<file path="src/include/dsf_params.svh">
// Purpose: offsets, field positions and reset values of the status flag block
// Assumes: included by bare name; definitions only
// Notes: byte addresses on the register bus
`ifndef DSF_PARAMS_SVH
`define DSF_PARAMS_SVH
`define DSF_OFS_STATUS      8'h00
`define DSF_OFS_CORE_CTRL   8'h04
`define DSF_OFS_IRQ_CTRL    8'h08
`define DSF_BIT_ACC_A_OVF   15
`define DSF_BIT_ACC_B_OVF   14
`define DSF_BIT_ACC_A_SAT   13
`define DSF_BIT_ACC_B_SAT   12
`define DSF_BIT_ANY_OVF     11
`define DSF_BIT_ANY_SAT     10
`define DSF_BIT_LOOP        9
`define DSF_PRIO_HI         7
`define DSF_PRIO_LO         5
`define DSF_BIT_PRIO_TOP    3
`define DSF_BIT_NEST_DIS    15
`define DSF_RST_PRIO        3'h0
`define DSF_RST_BIT         1'b0
`define DSF_RESP_OKAY       2'h0
`define DSF_RESP_SLVERR     2'h2
`endif

</file>
<file path="src/include/dsf_pkg.sv">
// Purpose: types of the status flag block
// Assumes: dsf_params.svh gives the numbers
// Notes: whole module state is one struct
package dsf_pkg;
	typedef logic [2:0] dsf_prio_t;
	typedef logic [1:0] dsf_resp_t;
	typedef struct packed {
		logic        aw_held;
		logic [7:0]  aw_addr;
		logic        w_held;
		logic [31:0] w_data;
		logic [3:0]  w_strb;
		logic        bvalid;
		dsf_resp_t   bresp;
		logic        rvalid;
		logic [31:0] rdata;
		dsf_resp_t   rresp;
		logic        acc_a_overflow;
		logic        acc_b_overflow;
		logic        acc_a_sat_sticky;
		logic        acc_b_sat_sticky;
		logic        hw_loop_active;
		dsf_prio_t   priority_low_field;
		logic        priority_top_bit;
		logic        nesting_disable;
	} dsf_state_t;
endpackage

</file>
<file path="src/verilog/dsf_status_flags.sv">
// Purpose: upper half of the processor status word with priority control bits
// Assumes: event inputs come from core logic on clk; AXI4-Lite register access
// Notes: status at 0x00, core control at 0x04, interrupt control at 0x08
// Notes on behaviour
// (RQ1) Accumulator A overflow bit follows the current overflow state and is read-only.
// (RQ2) Bit 14 shows whether accumulator B has overflowed.
// (RQ3) Bit 13 goes high when accumulator A saturates and stays high until cleared.
// (RQ4) Bit 12 goes high when accumulator B saturates and stays high until cleared.
// (RQ5) The combined overflow bit is the OR of both overflow bits.
// (RQ6) The combined saturation bit is high while either sticky saturation bit is high.
// (RQ7) Bit 10 can only be read or cleared, and clearing it clears both sticky bits.
// (RQ8) Bit 9 is high while a hardware loop is executing.
// (RQ9) The priority level is the top bit from core control bit 3 above the 3-bit field.
// (RQ10) User interrupts are blocked whenever the top priority bit is one.
// (RQ11) The priority field is read-only while interrupt control bit 15 is one.
// (RQ12) The field sits at bits 7 to 5 and code 111 also blocks user interrupts.
`timescale 1ns/10ps
`include "dsf_params.svh"
module dsf_status_flags #(
	parameter int ADDR_W = 8
) (
	input  wire logic              clk,
	input  wire logic              nrst,
	input  wire logic [ADDR_W-1:0] s_axi_awaddr,
	input  wire logic              s_axi_awvalid,
	output logic                   s_axi_awready,
	input  wire logic [31:0]       s_axi_wdata,
	input  wire logic [3:0]        s_axi_wstrb,
	input  wire logic              s_axi_wvalid,
	output logic                   s_axi_wready,
	output logic [1:0]             s_axi_bresp,
	output logic                   s_axi_bvalid,
	input  wire logic              s_axi_bready,
	input  wire logic [ADDR_W-1:0] s_axi_araddr,
	input  wire logic              s_axi_arvalid,
	output logic                   s_axi_arready,
	output logic [31:0]            s_axi_rdata,
	output logic [1:0]             s_axi_rresp,
	output logic                   s_axi_rvalid,
	input  wire logic              s_axi_rready,
	input  wire logic              acc_a_ovf_now,
	input  wire logic              acc_b_ovf_now,
	input  wire logic              acc_a_sat_now,
	input  wire logic              acc_b_sat_now,
	input  wire logic              hw_loop_now,
	output logic [3:0]             priority_level,
	output logic                   user_irq_blocked
);
	import dsf_pkg::*;

	dsf_state_t  st_reg;
	dsf_state_t  st_next;
	logic [15:0] status_word;
	logic        wr_fire;
	logic        clr_a;
	logic        clr_b;
	logic        wr_hi;
	logic        wr_lo;

	always_comb begin
		status_word = 16'h0000;
		status_word[`DSF_BIT_ACC_A_OVF] = st_reg.acc_a_overflow;
		status_word[`DSF_BIT_ACC_B_OVF] = st_reg.acc_b_overflow;
		status_word[`DSF_BIT_ACC_A_SAT] = st_reg.acc_a_sat_sticky;
		status_word[`DSF_BIT_ACC_B_SAT] = st_reg.acc_b_sat_sticky;
		status_word[`DSF_BIT_ANY_OVF] = st_reg.acc_a_overflow | st_reg.acc_b_overflow; // RQ5
		status_word[`DSF_BIT_ANY_SAT] = st_reg.acc_a_sat_sticky | st_reg.acc_b_sat_sticky; // RQ6
		status_word[`DSF_BIT_LOOP] = st_reg.hw_loop_active;
		status_word[`DSF_PRIO_HI:`DSF_PRIO_LO] = st_reg.priority_low_field; // RQ12
	end

	assign s_axi_awready = !st_reg.aw_held && !st_reg.bvalid;
	assign s_axi_wready = !st_reg.w_held && !st_reg.bvalid;
	assign s_axi_arready = !st_reg.rvalid;
	assign s_axi_bvalid = st_reg.bvalid;
	assign s_axi_bresp = st_reg.bresp;
	assign s_axi_rvalid = st_reg.rvalid;
	assign s_axi_rdata = st_reg.rdata;
	assign s_axi_rresp = st_reg.rresp;
	assign priority_level = {st_reg.priority_top_bit, st_reg.priority_low_field}; // RQ9
	assign user_irq_blocked = st_reg.priority_top_bit | (&st_reg.priority_low_field); // RQ10 RQ12

	assign wr_fire = st_reg.aw_held && st_reg.w_held && !st_reg.bvalid;
	assign wr_hi = wr_fire && st_reg.w_strb[1];
	assign wr_lo = wr_fire && st_reg.w_strb[0];
	// a zero written to a sticky bit or to the combined bit clears it
	assign clr_a = wr_hi && (st_reg.aw_addr == `DSF_OFS_STATUS)
		&& (!st_reg.w_data[`DSF_BIT_ACC_A_SAT] || !st_reg.w_data[`DSF_BIT_ANY_SAT]); // RQ7
	assign clr_b = wr_hi && (st_reg.aw_addr == `DSF_OFS_STATUS)
		&& (!st_reg.w_data[`DSF_BIT_ACC_B_SAT] || !st_reg.w_data[`DSF_BIT_ANY_SAT]); // RQ7

	always_comb begin
		st_next = st_reg;
		st_next.acc_a_overflow = acc_a_ovf_now; // RQ1
		st_next.acc_b_overflow = acc_b_ovf_now; // RQ2
		st_next.hw_loop_active = hw_loop_now; // RQ8
		// a saturation in the clearing cycle wins over the clear
		st_next.acc_a_sat_sticky = (st_reg.acc_a_sat_sticky && !clr_a) || acc_a_sat_now; // RQ3
		st_next.acc_b_sat_sticky = (st_reg.acc_b_sat_sticky && !clr_b) || acc_b_sat_now; // RQ4
		if (s_axi_awvalid && s_axi_awready) begin
			st_next.aw_held = 1'b1;
			st_next.aw_addr = {s_axi_awaddr[7:2], 2'b00};
		end
		if (s_axi_wvalid && s_axi_wready) begin
			st_next.w_held = 1'b1;
			st_next.w_data = s_axi_wdata;
			st_next.w_strb = s_axi_wstrb;
		end
		if (wr_fire) begin
			st_next.aw_held = 1'b0;
			st_next.w_held = 1'b0;
			st_next.bvalid = 1'b1;
			st_next.bresp = `DSF_RESP_OKAY;
			case (st_reg.aw_addr)
				`DSF_OFS_STATUS: begin
					if (wr_lo && !st_reg.nesting_disable) begin
						st_next.priority_low_field =
							st_reg.w_data[`DSF_PRIO_HI:`DSF_PRIO_LO]; // RQ11
					end
				end
				`DSF_OFS_CORE_CTRL: begin
					if (wr_lo) begin
						st_next.priority_top_bit = st_reg.w_data[`DSF_BIT_PRIO_TOP];
					end
				end
				`DSF_OFS_IRQ_CTRL: begin
					if (wr_hi) begin
						st_next.nesting_disable = st_reg.w_data[`DSF_BIT_NEST_DIS];
					end
				end
				default: begin
					st_next.bresp = `DSF_RESP_SLVERR;
				end
			endcase
		end else if (st_reg.bvalid && s_axi_bready) begin
			st_next.bvalid = 1'b0;
		end
		if (s_axi_arvalid && s_axi_arready) begin
			st_next.rvalid = 1'b1;
			st_next.rdata = 32'h0000_0000;
			st_next.rresp = `DSF_RESP_OKAY;
			case ({s_axi_araddr[7:2], 2'b00})
				`DSF_OFS_STATUS: begin
					st_next.rdata[15:0] = status_word;
				end
				`DSF_OFS_CORE_CTRL: begin
					st_next.rdata[`DSF_BIT_PRIO_TOP] = st_reg.priority_top_bit;
				end
				`DSF_OFS_IRQ_CTRL: begin
					st_next.rdata[`DSF_BIT_NEST_DIS] = st_reg.nesting_disable;
				end
				default: begin
					st_next.rresp = `DSF_RESP_SLVERR;
				end
			endcase
		end else if (st_reg.rvalid && s_axi_rready) begin
			st_next.rvalid = 1'b0;
		end
	end

	always_ff @(posedge clk or negedge nrst) begin
		if (!nrst) begin
			st_reg <= '0;
			st_reg.priority_low_field <= `DSF_RST_PRIO;
			st_reg.priority_top_bit <= `DSF_RST_BIT;
			st_reg.nesting_disable <= `DSF_RST_BIT;
		end else begin
			st_reg <= st_next;
		end
	end

	a_ovf_a_follow: assert property (@(posedge clk) disable iff (!nrst)
		##1 st_reg.acc_a_overflow == $past(acc_a_ovf_now))
		else $error("overflow A does not follow its source"); // RQ1
	a_ovf_b_follow: assert property (@(posedge clk) disable iff (!nrst)
		##1 status_word[14] == $past(acc_b_ovf_now))
		else $error("overflow B bit wrong"); // RQ2
	a_sat_a_sticky: assert property (@(posedge clk) disable iff (!nrst)
		acc_a_sat_now |=> st_reg.acc_a_sat_sticky ##1 (st_reg.acc_a_sat_sticky || $past(clr_a)))
		else $error("saturation A not sticky"); // RQ3
	a_sat_b_sticky: assert property (@(posedge clk) disable iff (!nrst)
		(st_reg.acc_b_sat_sticky && !clr_b) |=> st_reg.acc_b_sat_sticky)
		else $error("saturation B dropped without clear"); // RQ4
	a_any_ovf_or: assert property (@(posedge clk) disable iff (!nrst)
		##1 status_word[11] == ($past(acc_a_ovf_now) || $past(acc_b_ovf_now)))
		else $error("combined overflow wrong"); // RQ5
	a_any_sat_or: assert property (@(posedge clk) disable iff (!nrst)
		status_word[10] == (status_word[13] || status_word[12]))
		else $error("combined saturation wrong"); // RQ6
	a_any_sat_clear: assert property (@(posedge clk) disable iff (!nrst)
		(wr_hi && st_reg.aw_addr == 8'h00 && !st_reg.w_data[10] && !acc_a_sat_now
			&& !acc_b_sat_now) |=> !status_word[10])
		else $error("clearing combined saturation left a sticky bit"); // RQ7
	a_any_sat_noset: assert property (@(posedge clk) disable iff (!nrst)
		(!st_reg.acc_a_sat_sticky && !acc_a_sat_now) |=> !st_reg.acc_a_sat_sticky)
		else $error("saturation A set without event"); // RQ7
	a_loop_follow: assert property (@(posedge clk) disable iff (!nrst)
		$rose(status_word[9]) |-> $past(hw_loop_now))
		else $error("loop bit rose without loop"); // RQ8
	a_prio_concat: assert property (@(posedge clk) disable iff (!nrst)
		priority_level == {st_reg.priority_top_bit, status_word[7:5]})
		else $error("priority level not concatenated"); // RQ9
	a_top_blocks: assert property (@(posedge clk) disable iff (!nrst)
		priority_level[3] |-> user_irq_blocked)
		else $error("top priority bit does not block"); // RQ10
	a_prio_locked: assert property (@(posedge clk) disable iff (!nrst)
		st_reg.nesting_disable |=> $stable(st_reg.priority_low_field))
		else $error("priority field changed while locked"); // RQ11
	a_prio_seven: assert property (@(posedge clk) disable iff (!nrst)
		(status_word[7:5] == 3'h7) |-> user_irq_blocked)
		else $error("level seven does not block"); // RQ12
endmodule

</file>
<file path="config.mk">
export PLATFORM = sky130hd
export DESIGN_NAME = dsf_status_flags
export DESIGN_NICKNAME = d
export VERILOG_FILES = /design/src/include/dsf_pkg.sv /design/src/verilog/dsf_status_flags.sv
export VERILOG_INCLUDE_DIRS = /design/src /design/src/include
export SDC_FILE = /design/constraint.sdc
export NUM_CORES = 1
export LEC_CHECK = 0
export BUFFER_PORTS_ARGS = -buffer_cell sky130_fd_sc_hd__clkbuf_2
export CAP_MARGIN = 20
export CORE_MARGIN = 4
export CORE_UTILIZATION = 48
export CTS_BUF_LIST = sky130_fd_sc_hd__clkbuf_16
export CTS_CLUSTER_DIAMETER = 200
export DETAILED_ROUTE_END_ITERATION = 8
export PLACE_DENSITY = 0.85
export RECOVER_POWER = 25
export SYNTH_ARGS = -nofsm -noshare
export SYNTH_HDL_FRONTEND = slang
export SYNTH_SLANG_ARGS = --single-unit
</file>
<file path="constraint.sdc">
create_clock -name clk -period 4.9 [get_ports clk]
set_clock_uncertainty 0.05 [all_clocks]
set_input_delay 0.98 -clock clk [delete_from_list [all_inputs] [get_ports clk]]
set_output_delay 0.98 -clock clk [all_outputs]
set_load 0.005 [all_outputs]
</file>
Word level (Yosys, flattened, before mapping) --
Index checks and enable logic that the tools add are counted.
Cells by class: bitwise operators 3, multiplexer cells 13, reductions and logical operators 43, eq/ne operators 4
Operator list (count):
- 2-to-1 mux 37 bit | 1
- logical AND 1 bit | 17
- equality test 6 x 1 -> 1 bit (second input constant) | 2
- equality test 6 x 2 -> 1 bit (second input constant) | 2
- AND reduction 3 bit | 4
- 2-to-1 mux 11 bit | 1
- zero test 1 bit | 10
- 2-to-1 mux 9 bit | 1
- zero test 8 bit | 1
- nonzero test 2 bit | 4
- 2-to-1 mux 1 bit | 7
- zero test 6 bit | 1
- OR reduction 3 bit | 2
- logical OR 1 bit | 4
- 2-to-1 mux 2 bit | 2
- OR 1 bit | 3
- case mux 1 bit (2 select lines) | 1
Storage, ports and cells: logic and storage cells 81, input port bits 64, bits in registers 73, output and inout bits 46

Logic depth before layout (Yosys ltp) --
Gate-level depths: netlist of run 1.
depth in word-level cells 8, mapped depth 5, mapped depth without buffers 3

Least setup slack after synthesis of run 1 --
No wires, ideal clock.
path kind in2reg, from input s_axi_araddr[5], to register st_reg (netlist bit s_axi_rdata[10]), slack 2.596 ns, arrival time 2.162 ns, cell stages on the path 4, buffers on the path 1, required time 4.758 ns, cells stage by stage or4_4 or3_1 buf_6 o31ai_2
Between the ends: word-level cells in the longest chain between the ends 2
Ends and longest elaborated chain:
- start: declaration | RTL line dsf_status_flags.sv:34 | input wire logic [ADDR_W-1:0] s_axi_araddr,
- zero test 6 bit | RTL line dsf_status_flags.sv:142 | case ({s_axi_araddr[7:2], 2'b00})
- 2-to-1 mux 11 bit | RTL line dsf_status_flags.sv:142
- end signal: assignment | RTL line dsf_status_flags.sv:168 | st_reg <= st_next;
- end: declaration | RTL line dsf_status_flags.sv:51 | dsf_state_t st_reg;
Every way passes these cells. A chain may end at the register's enable or synchronous reset.

==> flow_summary.ini, run 1 <==
[outcome]
outcome = complete, no violations

[synth]
ys.flop_type = sky130_fd_sc_hd__dfrtp_1
synth_enable_flop_cells = 0
synthArstFlopShare_pct = 100
syn_inst = 181
flip_flop_and_latch_count_after_synthesis = 43
syn_avg_cell_area_um2 = 11.4
synth.distinct_cells = 32
yosysWarningCount = 0
yosysSeqAreaShare_pct = 52.2
netlist_area_um2 = 2060

[clocking]
postCtsSetupBuffers = 0
clk_path_buf_depth = 2
tritoncts_num_sinks = 43
cts_root_buffer = sky130_fd_sc_hd__clkbuf_16
clk_transition_reported_paths_ns = 0.05
ctsHoldBuffers = 0
tritoncts_clock_tree = done
tritoncts.num_buffers = 5
clock_tree.htree_level_count = 2
clk_latency_ns = 0.28
post_cts_resized = 0

[sta]
slew_headroom_pct = 21.4
layout_worst_path_cycle_share_pct = 52.5
setup_total_negative_slack_ns = 0
setup_repair_after_global_routing_missed_its_margin = no
setup_violations = 0
finalHoldViolations = 0
worst-slew-pin-transition_ns = 1.18
fmax_mhz = 389
final_min_period_ns = 2.57
timing.final.max_slew_violations = 0

[critical_path]
worst-path-max-fanout = 23
cp_data_required_time_ns = 5.06
crit_slowest_cell = sky130_fd_sc_hd__clkbuf_1
startpoint_types = input port
cp_cell_sequence = clkbuf_1, clkbuf_1
critical_path_sink_type = async pin
timing.critical_path.mode_cell = sky130_fd_sc_hd__clkbuf_1
timing.critical_path.slowest_cell_delay_ns = 0.94
critPathArrivalTime_ns = 2.73
cell_family_with_most_cp_delay = buffers and inverters
buf_inv_stages_crit_path = 2
type_of_the_setup_path_with_the_least_slack = in2async

[placed_design]
globalplace.congestion = 0.733
placedInstanceArea_um2 = 2160
place_hpwl_mm = 2.74
buffer_ports.inserted = 56

[detailed_routing]
postRouteWirelength_mm = 3.62
dr_vias = 1305
detail_route.drc_violations = 0
route.antenna.remaining_nets = 0
first_pass_iters = 4
detail_route.vias_per_cell = 4.78
drt-wirelength-per-cell_um = 13.3
drt_first_iter_violations = 42

[cells_and_area]
largest_reg_flops = 24
design_area_um2 = 2310
area.growth.synth_to_final_pct = 11.9
antennaDiodeCount = 0
finish.net_count = 286
post_route_cells_drive_above_1_share_pct = 40.4

[floorplanning]
design.portCount = 110
fp-row-count = 23
die_area_um2 = 5410
die-height_um = 73.6
floorplan_core_area_um2 = 4090
floorplan.initialDensity_pct = 50.5
die_w_um = 73.6

[pwr]
pwr-share-seq_pct = 48.5
power_frac_comb_pct = 24.0
netSwitchingFraction_pct = 29.3
power.net_switching_mw = 0.334
power_per_cell_area_nw_per_um2 = 494
leakagePower_nw = 1.13
clock_power_share_pct = 27.5
vdd_drop_max_v = 0.000323
p_int_mw = 0.807

[grt]
first_pass_grt_wire_length_mm = 5.82
grt_antenna_before_repair = 0
groute.usage.overall_pct = 14.3
first_global_vias = 1333
grt_start_max_net_pins = 44
grt_overflow_total = 0

[min_path]
hold_class = reg2reg

[flow_run]
cap_viol_max_count = 0
through the flow:
step	power [mW]	cells	worst slack (ns)	hold slack, ns	util, %
after global placement	0.820	264	2.41	0.410	52.9
after global routing	1.23	273	1.91	0.461	56.5
after floorplan	0.772	203	2.60	0.394	-
final	1.14	273	2.33	0.425	56.5
after detailed placement	0.837	264	2.40	0.411	52.9
after CTS	1.16	272	2.70	0.424	56.4
synth_stat cells (all sizes together) (2+ instances only):
cell type,n,share of area [%]
nand4,2,0.61
nor4,2,1.3
nor2b,3,0.91
inv,2,0.36
o41ai,2,0.85
nand4b,2,0.85
a21oi,2,0.49
dfrtp,43,52
a21o,3,1.1
clkbuf,3,0.55
mux2,21,11
nand2,23,4.2
o21ai,11,2.7
or4,2,1.1
o31ai,2,1.2
nor2,5,0.91
buf,42,15
cells by family (layout without fill, tap and decap cells):
family	after synthesis	in the layout	share of synthesized area (%)
mux	22	22	11.9
flops	43	43	52.2
buf+inv	47	67	16.3
simple gates	46	46	12.4
compound gates	22	22	7.10
other cells	1	23	0.182
worst paths after layout:
| path | depth (start not counted) | slack [ns] | from | end |
|---|---|---|---|---|
| max in group clk | 4 | 2.69 | s_axi_araddr[5] | s_axi_rdata[11] |
| setup / recovery | 2 | 2.33 | nrst | s_axi_rdata[6] |
| hold reg to reg | 2 | 0.42 | s_axi_rdata[3] | s_axi_rdata[3] |
| min in group asynchronous | 1 | 0.84 | nrst | st_reg[87] |
| setup reg to reg | 3 | 2.99 | st_reg[90] | priority_level[3] |
| hold / removal | 2 | 0.42 | s_axi_rdata[3] | s_axi_rdata[3] |
cell usage in the layout (no fill, tap or decap), types with 3 or more instances in the layout:
cell type / n
sky130_fd_sc_hd__o21ai_0: 9
sky130_fd_sc_hd__nor2b_1: 3
sky130_fd_sc_hd__nor2_1: 5
sky130_fd_sc_hd__a21o_1: 3
sky130_fd_sc_hd__mux2_2: 21
sky130_fd_sc_hd__dfrtp_1: 43
sky130_fd_sc_hd__clkbuf_2: 55
sky130_fd_sc_hd__nand2_1: 23
sky130_fd_sc_hd__conb_1: 23
sky130_fd_sc_hd__clkbuf_16: 5
final cells by class:
cell class | count | area [um2]
repair buffers | 57 | 283
clock inverters | 3 | 20.0
fillers | 370 | 1780
inverters | 2 | 7.51
well taps | 50 | 62.6
clock buffers | 5 | 125
flip-flops and latches | 43 | 1080
multi-input cells | 113 | 734
metal layers:
| layer | up-vias | share of wire, % | GRT usage [%] |
|---|---|---|---|
| li1 | 631 | - | - |
| met1 | 610 | 42 | 17.5 |
| met2 | 57 | 48 | 23.2 |
| met3 | 7 | 8.7 | 4.51 |
| met4 | 0 | 1.5 | 5.84 |
| met5 | - | 0 | 0 |
power groups by stage:
stage	registers [mW]	clock network, mW	logic [mW]
after CTS	0.554	0.327	0.279
after floorplan	0.533	0	0.239
after detailed placement	0.560	0	0.277
after global placement	0.554	0	0.267
after global routing	0.573	0.343	0.311
final	0.554	0.313	0.274
(Power assumes the default switching activity.)
==> run 2, diff against run 1 <==
Settings changed: CORE_UTILIZATION 48 to 45, PLACE_DENSITY 0.85 to 0.8.
Clock period 4.9 ns to 2.7 ns, I/O delays scaled along.
==> flow_summary.ini, run 2 (synthesized netlist as in run 1, its figures left out) <==
[cells_and_area]
antennaDiodeCount = 0
largest_reg_flops = 24
post_route_cells_drive_above_1_share_pct = 40.2
finish.net_count = 287
area.growth.synth_to_final_pct = 12.0
commonest_cells_after_routing_fill_and_taps_aside = 55 x sky130_fd_sc_hd__clkbuf_2, 43 x sky130_fd_sc_hd__dfrtp_1, 23 x sky130_fd_sc_hd__nand2_1, 23 x sky130_fd_sc_hd__conb_1, 21 x sky130_fd_sc_hd__mux2_2
layout.cells.most_common = sky130_fd_sc_hd__clkbuf_2

[critical_path]
cp_data_required_time_ns = 2.81
timing.reg2reg.worst_path_depth = 3
crit_end = priority_level[3]
critical_path_sink_type = flip-flop
cp_cell_sequence = or4_4, nor4b_1, mux2_2
r2r-end = priority_level[3]
startpoint_types = flip-flop
critPathArrivalTime_ns = 2.02
worst-path-max-fanout = 3
crit_slowest_cell = sky130_fd_sc_hd__or4_4
critical_path.startpoint = st_reg[90]
r2r-start = st_reg[90]
timing.critical_path.slowest_cell_delay_ns = 0.57
reg2reg_slack_ns = 0.79
type_of_the_setup_path_with_the_least_slack = reg2reg

[detailed_routing]
first_pass_iters = 4
detail_route.vias_per_cell = 4.78
drt-wirelength-per-cell_um = 13.3
route.antenna.remaining_nets = 0
detail_route.drc_violations = 0
postRouteWirelength_mm = 3.67
dr_vias = 1319
drt_first_iter_violations = 34

[clocking]
tritoncts_clock_tree = done
post_cts_resized = 0
clk_latency_ns = 0.28
cts_root_buffer = sky130_fd_sc_hd__clkbuf_16
postCtsSetupBuffers = 0
clock_tree.htree_level_count = 2
ctsHoldBuffers = 0
clk_path_buf_depth = 2
tritoncts.num_buffers = 5
clk_transition_reported_paths_ns = 0.06
tritoncts_num_sinks = 43

[grt]
first_pass_grt_wire_length_mm = 5.96
grt_overflow_total = 0
groute.usage.overall_pct = 14.2
grt_antenna_before_repair = 0
first_global_vias = 1305
grt_start_max_net_pins = 19

[placed_design]
place_hpwl_mm = 2.92
globalplace.congestion = 0.757
buffer_ports.inserted = 56

[floorplanning]
die_w_um = 75.7
die_area_um2 = 5730
design.portCount = 110
die-height_um = 75.7
floorplan_core_area_um2 = 4380
floorplan.initialDensity_pct = 47.1
fp-row-count = 24

[sta]
final_min_period_ns = 1.91
worst-slew-pin-transition_ns = 0.932
layout_worst_path_cycle_share_pct = 70.8
timing.final.max_slew_violations = 0
slew_headroom_pct = 37.9
finalHoldViolations = 0
finalHoldWorstSlack_ns = 0.313
fmax_mhz = 523
setup_total_negative_slack_ns = 0
setup_violations = 0
setup_repair_after_global_routing_missed_its_margin = no

[flow_run]
cap_viol_max_count = 0

[pwr]
leakagePower_nw = 1.14
vdd_drop_max_v = 0.000507
power_per_cell_area_nw_per_um2 = 890

[min_path]
hold_class = in2reg

[outcome]
outcome = complete, no violations
[run 2: changes by cell type in the layout (fill, tap and decap cells not counted), sizes merged]
cell      before  now
buf            0    1
inv            2    4
clkinvlp       1    0
clkinv         2    1
[run 2: worst min path at each step]
stage,cells after the start,from,slack [ns],end
2_1_floorplan,0,nrst,0.19,priority_level[0]
3_3_place_gp,2,s_axi_rresp[1],0.41,s_axi_rresp[1]
3_5_place_dp,2,s_axi_rdata[3],0.41,s_axi_rdata[3]
4_1_cts,1,nrst,0.15,st_reg[93]
5_1_grt,1,acc_b_ovf_now,0.31,st_reg[8]
6_report,1,acc_b_ovf_now,0.31,st_reg[8]
[run 2: report_power, final]
part	switching, mW	internal [mW]	total, mW
clock	0.225	0.334	0.558
combinational	0.210	0.285	0.495
sequential	0.163	0.841	1.00
total	0.598	1.46	2.06
[run 2: critical path, delay by kind of cell, from the launching register on]
kind,cells,cell delay [ns]
mux,1,0.39
simple gates,2,0.97
flops,1,0.39
[run 2: final cells by class]
class / count / area (um2)
clock inverters: 3 / 12.5
well taps: 52 / 65.1
clock buffers: 5 / 125
multi-input cells: 113 / 734
repair buffers: 58 / 290
inverters: 2 / 7.51
fillers: 390 / 2070
flip-flops and latches: 43 / 1080
[run 2: metrics by stage]
| stage | setup slack (ns) | area, um2 | utilization [%] | total power, mW | std cells |
|---|---|---|---|---|---|
| floorplan | 0.836 | 2150 | - | 1.40 | 203 |
| detailed placement | 0.624 | 2180 | 49.7 | 1.52 | 268 |
| global placement | 0.651 | 2180 | 49.7 | 1.49 | 268 |
| finish | 0.789 | 2310 | 52.7 | 2.06 | 276 |
| CTS | 0.788 | 2320 | 52.8 | 2.09 | 276 |
| global route | 0.745 | 2310 | 52.7 | 2.20 | 276 |
[run 2: routing by layer]
| layer | vias up | track usage, % | share of wire, % |
|---|---|---|---|
| met5 | - | 0 | 0 |
| met4 | 0 | 6.80 | 2.3 |
| met3 | 9 | 5.41 | 9.9 |
| met2 | 62 | 22.5 | 46 |
| met1 | 613 | 17.2 | 41 |
| li1 | 635 | - | - |
